==> config.mk <==
export PLATFORM = sky130hd
export DESIGN_NAME = dpca_top
export DESIGN_NICKNAME = d
export VERILOG_FILES = /design/src/rtl/dpca_pkg.sv /design/src/rtl/dpca_acc_if.sv /design/src/rtl/dpca_sync.sv /design/src/rtl/dpca_serial_dec.sv /design/src/rtl/dpca_top.sv
export SDC_FILE = /design/constraint.sdc
export NUM_CORES = 1
export LEC_CHECK = 0
export BUFFER_PORTS_ARGS = -buffer_cell sky130_fd_sc_hd__buf_2
export CORE_MARGIN = 3
export CORE_UTILIZATION = 39
export DETAILED_ROUTE_END_ITERATION = 16
export PLACE_DENSITY = 0.59
export SKIP_CTS_REPAIR_TIMING = 1
export SYNTH_ARGS = -nofsm -noshare
export SYNTH_HDL_FRONTEND = slang
export SYNTH_SLANG_ARGS = --single-unit
==> constraint.sdc <==
create_clock -name CORE_CLK_IN -period 11.47 [get_ports CORE_CLK_IN]
set_input_delay 1.147 -clock CORE_CLK_IN [delete_from_list [all_inputs] [get_ports CORE_CLK_IN]]
set_output_delay 1.147 -clock CORE_CLK_IN [all_outputs]
set_load 0.02 [all_outputs]
==> src/rtl/dpca_pkg.sv <==
// constants and types shared by the control-access block
// assumes one core clock; all counts are in core clock cycles
package dpca_pkg;
   ////////////////////////////////////////////////////////////////////////
   // synchronised pin vector {mode, wr_n, rd_n, cs_n, a[2:0], d[7:0]}
   localparam int          PIN_W          = 15;
   localparam logic [14:0] PIN_RST        = 15'h3800;
   ////////////////////////////////////////////////////////////////////////
   // interface register addresses
   localparam logic [2:0]  XA_DATA0       = 3'h0;
   localparam logic [2:0]  XA_DATA1       = 3'h1;
   localparam logic [2:0]  XA_DATA2       = 3'h2;
   localparam logic [2:0]  XA_DATA3       = 3'h3;
   localparam logic [2:0]  XA_DATA4       = 3'h4;
   localparam logic [2:0]  XA_RSVD        = 3'h5;
   localparam logic [2:0]  XA_LOW_ADDR    = 3'h6;
   localparam logic [2:0]  XA_MODE_CTRL   = 3'h7;
   // address mode control fields
   localparam int          MC_RD_INC      = 6;
   localparam int          MC_WR_INC      = 7;
   localparam logic [7:0]  MC_KEEP_MASK   = 8'hC3;
   localparam logic [7:0]  MC_RESET       = 8'h00;
   localparam logic [7:0]  LOW_ADDR_RESET = 8'h00;
   localparam logic [7:0]  BYTE_RESET     = 8'h00;
   localparam logic [3:0]  NIB_RESET      = 4'h0;
   localparam logic [9:0]  ADDR_STEP      = 10'h001;
   ////////////////////////////////////////////////////////////////////////
   // microport answer edges counted from the accepting edge N
   localparam logic [1:0]  CNT_ONE        = 2'h1;
   localparam logic [1:0]  CNT_FAST       = 2'h2;
   localparam logic [1:0]  CNT_SLOW       = 2'h3;
   ////////////////////////////////////////////////////////////////////////
   // serial command word fields
   localparam int          SC_RD_BIT      = 15;
   localparam int          SC_WR_BIT      = 14;
   localparam logic [2:0]  SC_READS_MAX   = 3'h4;
   localparam logic [31:0] SC_WORD_RESET  = 32'h0000_0000;
   ////////////////////////////////////////////////////////////////////////
   typedef enum logic [1:0] {
      MP_IDLE = 2'b00,
      MP_BUSY = 2'b01,
      MP_DONE = 2'b10
   } dpca_mp_t;
   typedef enum logic [1:0] {
      EN_IDLE = 2'b00,
      EN_OP   = 2'b01,
      EN_RET  = 2'b10
   } dpca_en_t;
   typedef enum logic {
      SP_IDLE = 1'b0,
      SP_REQ  = 1'b1
   } dpca_sp_t;
endpackage

==> src/rtl/dpca_acc_if.sv <==
// request and answer between serial decoder and register engine
// assumes both ends on the core clock
`timescale 1ns/1ps
interface dpca_acc_if;
   logic       req;
   logic       we;
   logic [2:0] addr;
   logic [7:0] wdata;
   logic [7:0] rdata;
   logic       done;
   modport ser (output req, we, addr, wdata, input rdata, done);
   modport eng (input req, we, addr, wdata, output rdata, done);
endinterface

==> src/rtl/dpca_sync.sv <==
// three-stage synchroniser for the microport pins
// output follows once stages two and three agree
`timescale 1ns/1ps
module dpca_sync #(
   parameter int         W       = 1,
   parameter logic [W-1:0] RST_VAL = '0
) (
   input  wire logic         clk_in,
   input  wire logic         rst_in,
   input  wire logic [W-1:0] d_in,
   output logic      [W-1:0] q_out
);
   logic [W-1:0] s1;
   logic [W-1:0] s2;
   logic [W-1:0] s3;
   logic [W-1:0] next_q;

   always_comb begin
      next_q = (s2 == s3) ? s3 : q_out;
   end

   always_ff @(posedge clk_in or posedge rst_in) begin
      if (rst_in) begin
         s1    <= RST_VAL;
         s2    <= RST_VAL;
         s3    <= RST_VAL;
         q_out <= RST_VAL;
      end else begin
         s1    <= d_in;
         s2    <= s1;
         s3    <= s2;
         q_out <= next_q;
      end
   end
endmodule

==> src/rtl/dpca_serial_dec.sv <==
// serial command decoder: one register access per command word
// assumes words arrive as one-cycle strobes from the framing logic
`timescale 1ns/1ps
module dpca_serial_dec
   import dpca_pkg::*;
(
   input  wire logic        clk_in,
   input  wire logic        rst_in,
   input  wire logic [15:0] command_in,
   input  wire logic        command_valid_in,
   input  wire logic        frame_start_in,
   output logic      [31:0] rdata_word_out,
   output logic      [2:0]  reads_out,
   output logic             busy_out,
   dpca_acc_if.ser          acc
);
   dpca_sp_t    sp;
   dpca_sp_t    next_sp;
   logic        we;
   logic        next_we;
   logic [2:0]  addr;
   logic [2:0]  next_addr;
   logic [7:0]  wdata;
   logic [7:0]  next_wdata;
   logic [31:0] next_word;
   logic [2:0]  next_reads;

   assign acc.req   = (sp == SP_REQ);
   assign acc.we    = we;
   assign acc.addr  = addr;
   assign acc.wdata = wdata;
   assign busy_out  = (sp == SP_REQ);

   always_comb begin
      next_sp    = sp;
      next_we    = we;
      next_addr  = addr;
      next_wdata = wdata;
      next_word  = rdata_word_out;
      next_reads = reads_out;
      if (frame_start_in) begin
         next_word  = SC_WORD_RESET;
         next_reads = 3'h0;
      end
      unique case (sp)
         SP_IDLE: begin
            // words that carry neither flag make no access
            if (command_valid_in &&
                (command_in[SC_RD_BIT] || command_in[SC_WR_BIT])) begin
               next_sp    = SP_REQ;
               next_we    = !command_in[SC_RD_BIT];
               next_addr  = command_in[10:8];
               next_wdata = command_in[7:0];
            end
         end
         SP_REQ: begin
            if (acc.done) begin
               next_sp = SP_IDLE;
               if (!we && next_reads < SC_READS_MAX) begin
                  // first read lands in the top byte
                  case (next_reads)
                     3'h0:    next_word[31:24] = acc.rdata;
                     3'h1:    next_word[23:16] = acc.rdata;
                     3'h2:    next_word[15:8]  = acc.rdata;
                     default: next_word[7:0]   = acc.rdata;
                  endcase
                  next_reads = next_reads + 3'h1;
               end
            end
         end
      endcase
   end

   always_ff @(posedge clk_in or posedge rst_in) begin
      if (rst_in) begin
         sp             <= SP_IDLE;
         we             <= 1'b0;
         addr           <= 3'h0;
         wdata          <= BYTE_RESET;
         rdata_word_out <= SC_WORD_RESET;
         reads_out      <= 3'h0;
      end else begin
         sp             <= next_sp;
         we             <= next_we;
         addr           <= next_addr;
         wdata          <= next_wdata;
         rdata_word_out <= next_word;
         reads_out      <= next_reads;
      end
   end
endmodule

==> src/rtl/dpca_top.sv <==
// control access: microport and serial decoder share the interface regs
// assumes internal read data is valid while INT_RD_OUT is high
`timescale 1ns/1ps
module dpca_top
   import dpca_pkg::*;
(
   input  wire logic        CORE_CLK_IN,
   input  wire logic        RST_IN,
   input  wire logic        MODE_IN,
   input  wire logic        CS_N_IN,
   input  wire logic        RD_N_IN,
   input  wire logic        WR_N_IN,
   input  wire logic [2:0]  A_IN,
   input  wire logic [7:0]  D_IN,
   output logic      [7:0]  D_OUT,
   output logic             D_OE_N_OUT,
   output logic             READY_OUT,
   output logic             TRANSFER_ACK_N_OUT,
   input  wire logic [15:0] SERIAL_COMMAND_IN,
   input  wire logic        SERIAL_COMMAND_VALID_IN,
   input  wire logic        SERIAL_FRAME_START_IN,
   output logic      [31:0] SERIAL_RDATA_OUT,
   output logic      [2:0]  SERIAL_READS_OUT,
   output logic             SERIAL_BUSY_OUT,
   output logic      [9:0]  INT_ADDR_OUT,
   output logic      [35:0] INT_WDATA_OUT,
   output logic             INT_WR_OUT,
   output logic             INT_RD_OUT,
   input  wire logic [35:0] INT_RDATA_IN
);
   ////////////////////////////////////////////////////////////////////////
   // pin synchronisation and strobe decode
   logic [PIN_W-1:0] pins_s;
   logic             mode_s;
   logic             wr_n_s;
   logic             rd_n_s;
   logic             cs_n_s;
   logic [2:0]       a_s;
   logic [7:0]       d_s;
   logic             s_rd;
   logic             s_wr;
   logic             raw_act;

   dpca_sync #(
      .W       (PIN_W),
      .RST_VAL (PIN_RST)
   ) u_sync (
      .clk_in (CORE_CLK_IN),
      .rst_in (RST_IN),
      .d_in   ({MODE_IN, WR_N_IN, RD_N_IN, CS_N_IN, A_IN, D_IN}),
      .q_out  (pins_s)
   );

   assign {mode_s, wr_n_s, rd_n_s, cs_n_s, a_s, d_s} = pins_s;
   // mode 1: read pin strobes, write pin high means read
   assign s_rd = !cs_n_s && (mode_s ? (!rd_n_s && wr_n_s) : !rd_n_s);
   assign s_wr = !cs_n_s && (mode_s ? (!rd_n_s && !wr_n_s) : !wr_n_s);
   assign raw_act = !CS_N_IN && (!RD_N_IN || !WR_N_IN);

   ////////////////////////////////////////////////////////////////////////
   // shared interface registers and arbitration
   dpca_acc_if acc ();

   dpca_mp_t        mp_state;
   dpca_mp_t        next_mp_state;
   logic [1:0]      mp_cnt;
   logic [1:0]      next_mp_cnt;
   logic [1:0]      mp_tgt;
   logic [1:0]      next_mp_tgt;
   logic            mp_we;
   logic            next_mp_we;
   logic [2:0]      mp_addr;
   logic [2:0]      next_mp_addr;
   logic [7:0]      next_d_out;
   logic            next_d_oe_n;
   dpca_en_t        ser_ph;
   dpca_en_t        next_ser_ph;
   logic [7:0]      ser_rdata;
   logic [7:0]      next_ser_rdata;
   logic            ser_done;
   logic            next_ser_done;
   logic [3:0][7:0] data_byte;
   logic [3:0][7:0] next_data_byte;
   logic [3:0]      data_byte_four;
   logic [3:0]      next_data_byte_four;
   logic [7:0]      low_addr;
   logic [7:0]      next_low_addr;
   logic [7:0]      addr_mode;
   logic [7:0]      next_addr_mode;
   logic            int_rd;
   logic            next_int_rd;
   logic            int_wr;
   logic            next_int_wr;
   logic            int_busy;
   logic            ser_go;
   logic            mp_go;
   logic            op_go;
   logic            op_we;
   logic [2:0]      op_addr;
   logic [7:0]      op_wdata;
   logic [7:0]      rd_view [8];

   function automatic logic [9:0] addr_step(input logic [9:0] a);
      return a + ADDR_STEP;
   endfunction

   assign acc.rdata          = ser_rdata;
   assign acc.done           = ser_done;
   assign INT_ADDR_OUT       = {addr_mode[1:0], low_addr};
   assign INT_WDATA_OUT      = {data_byte_four, data_byte[3], data_byte[2],
                                data_byte[1], data_byte[0]};
   assign INT_WR_OUT         = int_wr;
   assign INT_RD_OUT         = int_rd;
   assign int_busy           = int_rd || int_wr;
   assign READY_OUT          = MODE_IN || !raw_act ||
                               (mp_state == MP_DONE);
   assign TRANSFER_ACK_N_OUT = !(MODE_IN && mp_state == MP_DONE &&
                                 !CS_N_IN && !RD_N_IN);

   always_comb begin
      rd_view[0] = data_byte[0];
      rd_view[1] = data_byte[1];
      rd_view[2] = data_byte[2];
      rd_view[3] = data_byte[3];
      rd_view[4] = {4'h0, data_byte_four};
      rd_view[5] = BYTE_RESET;
      rd_view[6] = low_addr;
      rd_view[7] = addr_mode;
   end

   always_comb begin
      ser_go   = acc.req && !acc.done && ser_ph == EN_IDLE && !int_busy;
      mp_go    = mp_state == MP_IDLE && (s_rd || s_wr) && !acc.req &&
                 !acc.done && ser_ph == EN_IDLE && !int_busy;
      op_go    = ser_go || mp_go;
      op_we    = ser_go ? acc.we : s_wr;
      op_addr  = ser_go ? acc.addr : a_s;
      op_wdata = ser_go ? acc.wdata : d_s;
   end

   ////////////////////////////////////////////////////////////////////////
   // register engine: byte access, internal fetch and push, increment
   always_comb begin
      next_data_byte      = data_byte;
      next_data_byte_four = data_byte_four;
      next_low_addr       = low_addr;
      next_addr_mode      = addr_mode;
      next_int_rd         = 1'b0;
      next_int_wr         = 1'b0;
      next_ser_ph         = ser_ph;
      next_ser_rdata      = ser_rdata;
      next_ser_done       = 1'b0;
      if (op_go && op_we) begin
         case (op_addr)
            XA_DATA0: begin
               next_data_byte[0] = op_wdata;
               next_int_wr       = 1'b1;
            end
            XA_DATA1, XA_DATA2, XA_DATA3:
               next_data_byte[op_addr[1:0]] = op_wdata;
            XA_DATA4:     next_data_byte_four = op_wdata[3:0];
            XA_LOW_ADDR:  next_low_addr = op_wdata;
            XA_MODE_CTRL: next_addr_mode = op_wdata & MC_KEEP_MASK;
            default: ;
         endcase
      end else if (op_go && op_addr == XA_DATA0) begin
         next_int_rd = 1'b1;
      end
      if (int_rd) begin
         next_data_byte      = INT_RDATA_IN[31:0];
         next_data_byte_four = INT_RDATA_IN[35:32];
      end
      if ((int_rd && addr_mode[MC_RD_INC]) ||
          (int_wr && addr_mode[MC_WR_INC])) begin
         {next_addr_mode[1:0], next_low_addr} = addr_step(INT_ADDR_OUT);
      end
      unique case (ser_ph)
         EN_IDLE: if (ser_go) next_ser_ph = EN_OP;
         EN_OP:   next_ser_ph = EN_RET;
         EN_RET: begin
            next_ser_rdata = rd_view[acc.addr];
            next_ser_done  = 1'b1;
            next_ser_ph    = EN_IDLE;
         end
         default: next_ser_ph = EN_IDLE;
      endcase
   end

   ////////////////////////////////////////////////////////////////////////
   // microport handshake sequencer
   always_comb begin
      next_mp_state = mp_state;
      next_mp_cnt   = mp_cnt;
      next_mp_tgt   = mp_tgt;
      next_mp_we    = mp_we;
      next_mp_addr  = mp_addr;
      next_d_out    = D_OUT;
      unique case (mp_state)
         MP_IDLE: begin
            next_mp_tgt = (mode_s ? (s_wr || a_s == XA_DATA0) :
                                    (s_rd && a_s == XA_DATA0)) ?
                          CNT_SLOW : CNT_FAST;
            // held strobes start a new access once chip select returns
            if (mp_go) begin
               next_mp_state = MP_BUSY;
               next_mp_cnt   = CNT_ONE;
               next_mp_we    = s_wr;
               next_mp_addr  = a_s;
            end
         end
         MP_BUSY: begin
            if (mp_cnt == mp_tgt) begin
               next_mp_state = MP_DONE;
               if (!mp_we) next_d_out = rd_view[mp_addr];
            end else begin
               next_mp_cnt = mp_cnt + CNT_ONE;
            end
         end
         MP_DONE: if (cs_n_s) next_mp_state = MP_IDLE;
         default: next_mp_state = MP_IDLE;
      endcase
      // drive data only while a read is in progress
      next_d_oe_n = !(next_mp_state != MP_IDLE && !next_mp_we);
   end

   always_ff @(posedge CORE_CLK_IN or posedge RST_IN) begin
      if (RST_IN) begin
         mp_state       <= MP_IDLE;
         mp_cnt         <= 2'h0;
         mp_tgt         <= CNT_FAST;
         mp_we          <= 1'b0;
         mp_addr        <= XA_DATA0;
         D_OUT          <= BYTE_RESET;
         D_OE_N_OUT     <= 1'b1;
         ser_ph         <= EN_IDLE;
         ser_rdata      <= BYTE_RESET;
         ser_done       <= 1'b0;
         data_byte      <= {4{BYTE_RESET}};
         data_byte_four <= NIB_RESET;
         low_addr       <= LOW_ADDR_RESET;
         addr_mode      <= MC_RESET;
         int_rd         <= 1'b0;
         int_wr         <= 1'b0;
      end else begin
         mp_state       <= next_mp_state;
         mp_cnt         <= next_mp_cnt;
         mp_tgt         <= next_mp_tgt;
         mp_we          <= next_mp_we;
         mp_addr        <= next_mp_addr;
         D_OUT          <= next_d_out;
         D_OE_N_OUT     <= next_d_oe_n;
         ser_ph         <= next_ser_ph;
         ser_rdata      <= next_ser_rdata;
         ser_done       <= next_ser_done;
         data_byte      <= next_data_byte;
         data_byte_four <= next_data_byte_four;
         low_addr       <= next_low_addr;
         addr_mode      <= next_addr_mode;
         int_rd         <= next_int_rd;
         int_wr         <= next_int_wr;
      end
   end

   dpca_serial_dec u_serial (
      .clk_in           (CORE_CLK_IN),
      .rst_in           (RST_IN),
      .command_in       (SERIAL_COMMAND_IN),
      .command_valid_in (SERIAL_COMMAND_VALID_IN),
      .frame_start_in   (SERIAL_FRAME_START_IN),
      .rdata_word_out   (SERIAL_RDATA_OUT),
      .reads_out        (SERIAL_READS_OUT),
      .busy_out         (SERIAL_BUSY_OUT),
      .acc              (acc.ser)
   );
endmodule

* Word level (Yosys, flattened, before mapping)
Cells that the tools add are included.
Cells by class: multiplexer cells 60, eq/ne operators 17, add/subtract/negate cells 3, bitwise operators 4, magnitude comparators 5, reductions and logical operators 75
Operators with widths (count):
- 2-to-1 mux 32 bit | 6
- 2-to-1 mux 8 bit | 13
- binary-select mux 8 bit (select 3 bit) | 2
- bitwise mux 32 bit | 1
- logical AND 1 bit | 25
- 2-to-1 mux 24 bit | 1
- 2-to-1 mux 2 bit | 9
- demux 8 bit (select 2 bit) | 1
- case mux 8 bit (2 select lines) | 1
- AND reduction 2 bit | 8
- nonzero test 2 bit | 8
- equality test 15 bit | 1
- zero test 1 bit | 15
- 2-to-1 mux 3 bit | 5
- 2-to-1 mux 1 bit | 14
- 2-to-1 mux 4 bit | 3
- adder 10 x 1 -> 10 bit (second input constant) | 1
- equality test 3 x 2 -> 1 bit (second input constant) | 3
- equality test 3 bit (second input constant) | 3
- zero test 3 bit | 3
- logical OR 1 bit | 9
- >= comparator 4 bit (second input constant) | 2
- inverter 3 -> 4 bit | 2
- case mux 2 bit (2 select lines) | 2
- 17 further kinds | 26
Storage, ports and cells: output and inout port bits 95, register bits 188, bits of input ports 71, logic and storage cells 194

* Longest topological paths before layout
depth in word-level cells 15, depth in mapped cells 8

* Hierarchy
A second synthesis with hierarchy kept.
Second synthesis, totals: cells, all modules 826, area total of the unflattened synthesis 9107.5 um^2
Modules (own cells, without submodules):
- dpca_top | cells an instance 573, instances 1, area an instance 5073.6 um^2
- dpca_serial_dec | cells an instance 156, instances 1, area an instance 2122.0 um^2
- dpca_sync | cells an instance 97, instances 1, area an instance 1911.8 um^2

* Worst setup path after synthesis
No wires, ideal clock.
kind input to output, from input WR_N_IN, to output READY_OUT, cell stages on the path 2, data required time 10323 ps, buffers on the path 0, data arrival time 1521 ps, setup slack 8802 ps, path through a211oi_1 -> nand2_1
Between the ends: longest elaborated chain between the ends 6
Ends and longest elaborated chain:
- from (decl) | line dpca_top.sv:12 | input wire logic WR_N_IN,
- zero test 1 bit | line dpca_top.sv:58 | assign raw_act = !CS_N_IN && (!RD_N_IN || !WR_N_IN);
- logical OR 1 bit | line dpca_top.sv:58
- logical AND 1 bit | line dpca_top.sv:58
- zero test 1 bit | line dpca_top.sv:115 | assign READY_OUT = MODE_IN || !raw_act ||
- logical OR 1 bit (2 in a row) | line dpca_top.sv:115
- to (decl) | line dpca_top.sv:17 | output logic READY_OUT,
Every way passes these cells.

* Worst setup path after layout
from register int_rd, in the netlist INT_RD_OUT, to register data_byte (netlist bit INT_WDATA_OUT[10])
Between the ends: longest elaborated chain between the ends 12, elaborated cells on any way between the ends 25, classes of those cells order compare: 2; eq/ne: 3; mux: 9; reduce/logical: 11
Ends and longest elaborated chain:
- from (decl) | line dpca_top.sv:90 | logic int_rd;
- from (signal assigned) | line dpca_top.sv:259 | int_rd <= next_int_rd;
- logical OR 1 bit | line dpca_top.sv:114 | assign int_busy = int_rd || int_wr;
- zero test 1 bit | line dpca_top.sv:132, dpca_top.sv:134
- logical AND 1 bit | line dpca_top.sv:132 | ser_go = acc.req && !acc.done && ser_ph == EN_IDLE && !int_busy;
- 2-to-1 mux 3 bit | line dpca_top.sv:137 | op_addr = ser_go ? acc.addr : a_s;
- less-than comparator 2 x 3 -> 1 bit (not written as such) or >= comparator 2 x 1 -> 1 bit (tied branches) | line dpca_top.sv:160 | next_data_byte[op_addr[1:0]] = op_wdata;
- logical AND 1 bit (not written as such) | line dpca_top.sv:160
- 2-to-1 mux 8 bit (not written as such) | line dpca_top.sv:160
- demux 8 bit (select 2 bit) | line dpca_top.sv:160
- bitwise mux 32 bit | line dpca_top.sv:160
- 2-to-1 mux 24 bit | line dpca_top.sv:154 | case (op_addr)
- 2-to-1 mux 32 bit | line dpca_top.sv:153 | if (op_go && op_we) begin
- 2-to-1 mux 32 bit | line dpca_top.sv:169 | if (int_rd) begin
- to (signal assigned) | line dpca_top.sv:238 | data_byte <= {4{BYTE_RESET}};
- to (signal assigned) | line dpca_top.sv:255 | data_byte <= next_data_byte;
- to (decl) | line dpca_top.sv:82 | logic [3:0][7:0] data_byte;
Several ways; a longest one is shown, not always the timed one. The select of a mux whose other input is x is not followed. A chain may end at the register's enable or synchronous reset.

==> metrics.csv <==
stage,metric,value,unit
sta,Slew @ Worst Pin,1.04,ns
hold_path,worst hold path type,reg -> reg,
sta,Max Clock Skew,0.0184,ns
worst_setup_path,Setup crit start kind,register,
worst_setup_path,CP endpoint kind,register,
detailed_routing,initial DRC count,529,
yosys,number of synthesized flops with an enable pin,0,
detailed_routing,DRT antenna net count,0,
worst_setup_path,FF-to-FF Start,INT_RD_OUT,
final_layout,ant diodes,0,
sta,FMAX,337,MHz
yosys,post-synth top area share,47.4,%
global_routing,first-pass GRT wire length,41.4,mm
sta,"Slew Viols, Final",0,
sta,fin crit period,2.97,ns
floorplanning,Initial Util,40.1,%
floorplanning,I/O Pins,166,
yosys,"Cell Area, Synth",9190,µm²
detailed_routing,via/cell ratio,5.52,
sta,Setup WS post-layout,8.50,ns
sta,Final Hold Slack,0.350,ns
sta,final hold violation count,0,
sta,Slew headroom,30.8,%
clock_network,CTS tree,built,
power_and_ir_drop,sw power,1120,µW
worst_setup_path,CP Max Fanout,60,
detailed_routing,DR vias,7254,
sta,# setup viols final,0,
detailed_routing,DRC,0,
yosys,Seq cells post-synth,187,
placement,Post-DP HPWL,18.6,mm
global_routing,grt ovf,0,
clock_network,Clock transition at path regs,0.08,ns
power_and_ir_drop,Pwr Total,2620,µW
floorplanning,core area,22900,µm²
detailed_routing,Pre-antenna DRT Iters,5,
worst_setup_path,Crit. Startpoint,INT_RD_OUT,
power_and_ir_drop,switching part of the total power,42.9,%
hold_path,min-delay src,u_sync.s1[8],
power_and_ir_drop,Cell Pwr Density,243,nW/µm²
final_layout,most frequent cells in the layout,"dfrtp_1, buf_2, nand2_1, nand3b_1, nor2_1",
global_routing,number of antenna violations at the first check in global routing,0,
yosys,post-synth cell types,69,
placement,dpl ws,8.47,ns
worst_setup_path,arrival time at the worst endpoint,3.27,ns
floorplanning,row count,55,
power_and_ir_drop,leakage power total,0.00497,µW
placement,count of input and output buffers,162,
final_layout,share of post-route cells with drive strength above 1,29.5,%
yosys,Synth area leaders,"dfrtp_1, nand2_1, mux2_2, mux4_2, dfstp_2",
status,outcome,finished clean,
global_routing,vias in the first global route,7028,
floorplanning,Die X,159,µm
worst_setup_path,crit path kind,reg -> reg,
yosys,synthesized net count,930,
yosys,"area leader, netlist",dfrtp_1,
clock_network,H-tree depth,4,
floorplanning,Chip Height,159,µm
clock_network,clock sinks,187,
final_layout,nets,1065,
final_layout,fillers,2168,
placement,Placer Congestion,0.889,
sta,period utilisation layout,25.9,%
final_layout,multi-input logic area,4230,µm²
yosys,Yosys warnings,0,
final_layout,register area,4700,µm²
final_layout,Layout area overhead,17.7,%
clock_network,total CTS buffers,17,
yosys,Cells after Synth,854,
yosys,sequential share of the synthesized area,51.1,%
power_and_ir_drop,Internal,1500,µW
worst_setup_path,Worst Path Required,11.77,ns
power_and_ir_drop,Max IR drop VDD,0.124,mV
clock_network,Max clock buf depth,2,
detailed_routing,DR WL/cell,20.0,µm
floorplanning,die footprint,25400,µm²
power_and_ir_drop,Seq pwr share,39.7,%
power_and_ir_drop,Clock power frac,22.4,%
yosys,syn_area_per_cell,10.8,µm²
power_and_ir_drop,Combinational Power Share,38.0,%
sta,setup TNS,0,ns
sta,RSZ-0062 raised after global routing,false,
detailed_routing,DRT Wirelength,26.3,mm
final_layout,"commonest non-fill, non-tap cell in the layout",dfrtp_1,
global_routing,GRT Total Usage,20.7,%
clock_network,worst skew pair latency,0.44,ns
job,max_cap viols,0,
yosys,"FFs w/ async S/R, synth",100,%
final_layout,"Core Util, Final",47.2,%
global_routing,largest net degree at the start of global routing,117,
clock_network,CTS Root Cell,clkbuf_16,
yosys,Synth Flop Type,dfrtp_1,
[worst paths after layout]
kind,slack [ns],cells after the start,endpoint
worst max register to register,8.50,6,INT_WDATA_OUT[10]
min in group asynchronous,0.83,2,D_OUT[5]
worst min register to register,0.35,0,u_sync.s2[8]
worst max-delay path,8.50,6,INT_WDATA_OUT[10]
worst min-delay path,0.35,0,u_sync.s2[8]
max in group asynchronous,9.14,3,mp_addr[2]
[worst max-delay path, cell delays in order, from the launching register on]
cell      delay [ns]
dfrtp_2         0.39
buf_4           0.33
or4_1           0.72
nor2_1          0.32
o211ai_1        0.39
a311oi_1        0.56
o31ai_1         0.12
[state kept, by name, summed over array words and instances, names as in the netlist, 4 cells and up]
name / flops
INT_WDATA_OUT: 32
u_serial.rdata_word_out: 32
u_sync.q_out: 15
u_sync.s1: 15
u_sync.s2: 15
u_sync.s3: 15
D_OUT: 8
acc.rdata: 8
low_addr: 8
u_serial.acc.wdata: 8
addr_mode: 4
data_byte_four: 4
[power groups by stage]
stage | Sequential [µW] | Clock, µW | Combinational (µW)
final | 1040 | 587 | 996
after global routing | 1060 | 626 | 1080
after CTS | 1040 | 600 | 1000
after detailed placement | 1050 | 0 | 999
after global placement | 1040 | 0 | 986
after floorplan | 1050 | 0 | 636
[stage by stage]
step | cells | area [µm²]
2_1_floorplan | 854 | 9190
3_3_place_gp | 1283 | 10200
3_5_place_dp | 1283 | 10200
4_1_cts | 1315 | 10800
5_1_grt | 1315 | 10800
6_report | 1315 | 10800
[layout make-up]
class                      count  area share [%]
tap                          313            3.62
clock buffer                  18            3.97
timing repair buffer         169            7.99
multi-input combinational    604            39.1
clock inverter                14            1.41
sequential                   187            43.5
inverter                      10           0.417
[synthesized netlist by cell type (all sizes together), types with 2 or more instances]
library cell    n
a211oi          8
a22oi           4
o31a            3
nand2         133
nor2b          10
dfrtp         174
o311a           2
o21ai          32
o21a           10
nand4          10
a2111oi         3
nand3          27
nor2           40
o31ai          21
mux2           36
a21oi          19
buf            15
nor3           27
or4             2
or2             2
mux2i          32
inv             7
o221a           7
nor3b           2
xor2           17
mux4           16
a32o            2
a311oi          8
a22o            4
nor4            5
or3             6
clkbuf         38
o211ai          4
ha              5
nand3b         45
dfstp          13
clkinv          3
a31oi          13
xnor2           2
and2            5
nand2b          8
and3           21
[kinds of logic (layout without fill, tap and decap cells)]
kind of cell | after synthesis | count (layout) | share of synthesized area (%)
muxes | 84 | 84 | 11.8
DFF | 187 | 187 | 51.1
adders and majority gates | 5 | 5 | 0.681
xor gates and xnor gates | 19 | 19 | 1.81
buffers and inverters | 63 | 211 | 2.85
AOI/OAI and AO/OA | 149 | 149 | 12.5
and+or+nand+nor | 347 | 347 | 19.2
[layer usage]
layer | global-route usage [%] | vias to the layer above | share of wire (%)
met3 | 4.63 | 33 | 6.2
met2 | 31.6 | 271 | 46
met4 | 6.88 | 0 | 2.3
met1 | 29.4 | 3586 | 45
li1 | - | 3364 | -
met5 | 0 | - | 0
No activity file was read; power rests on OpenSTA's default activity.
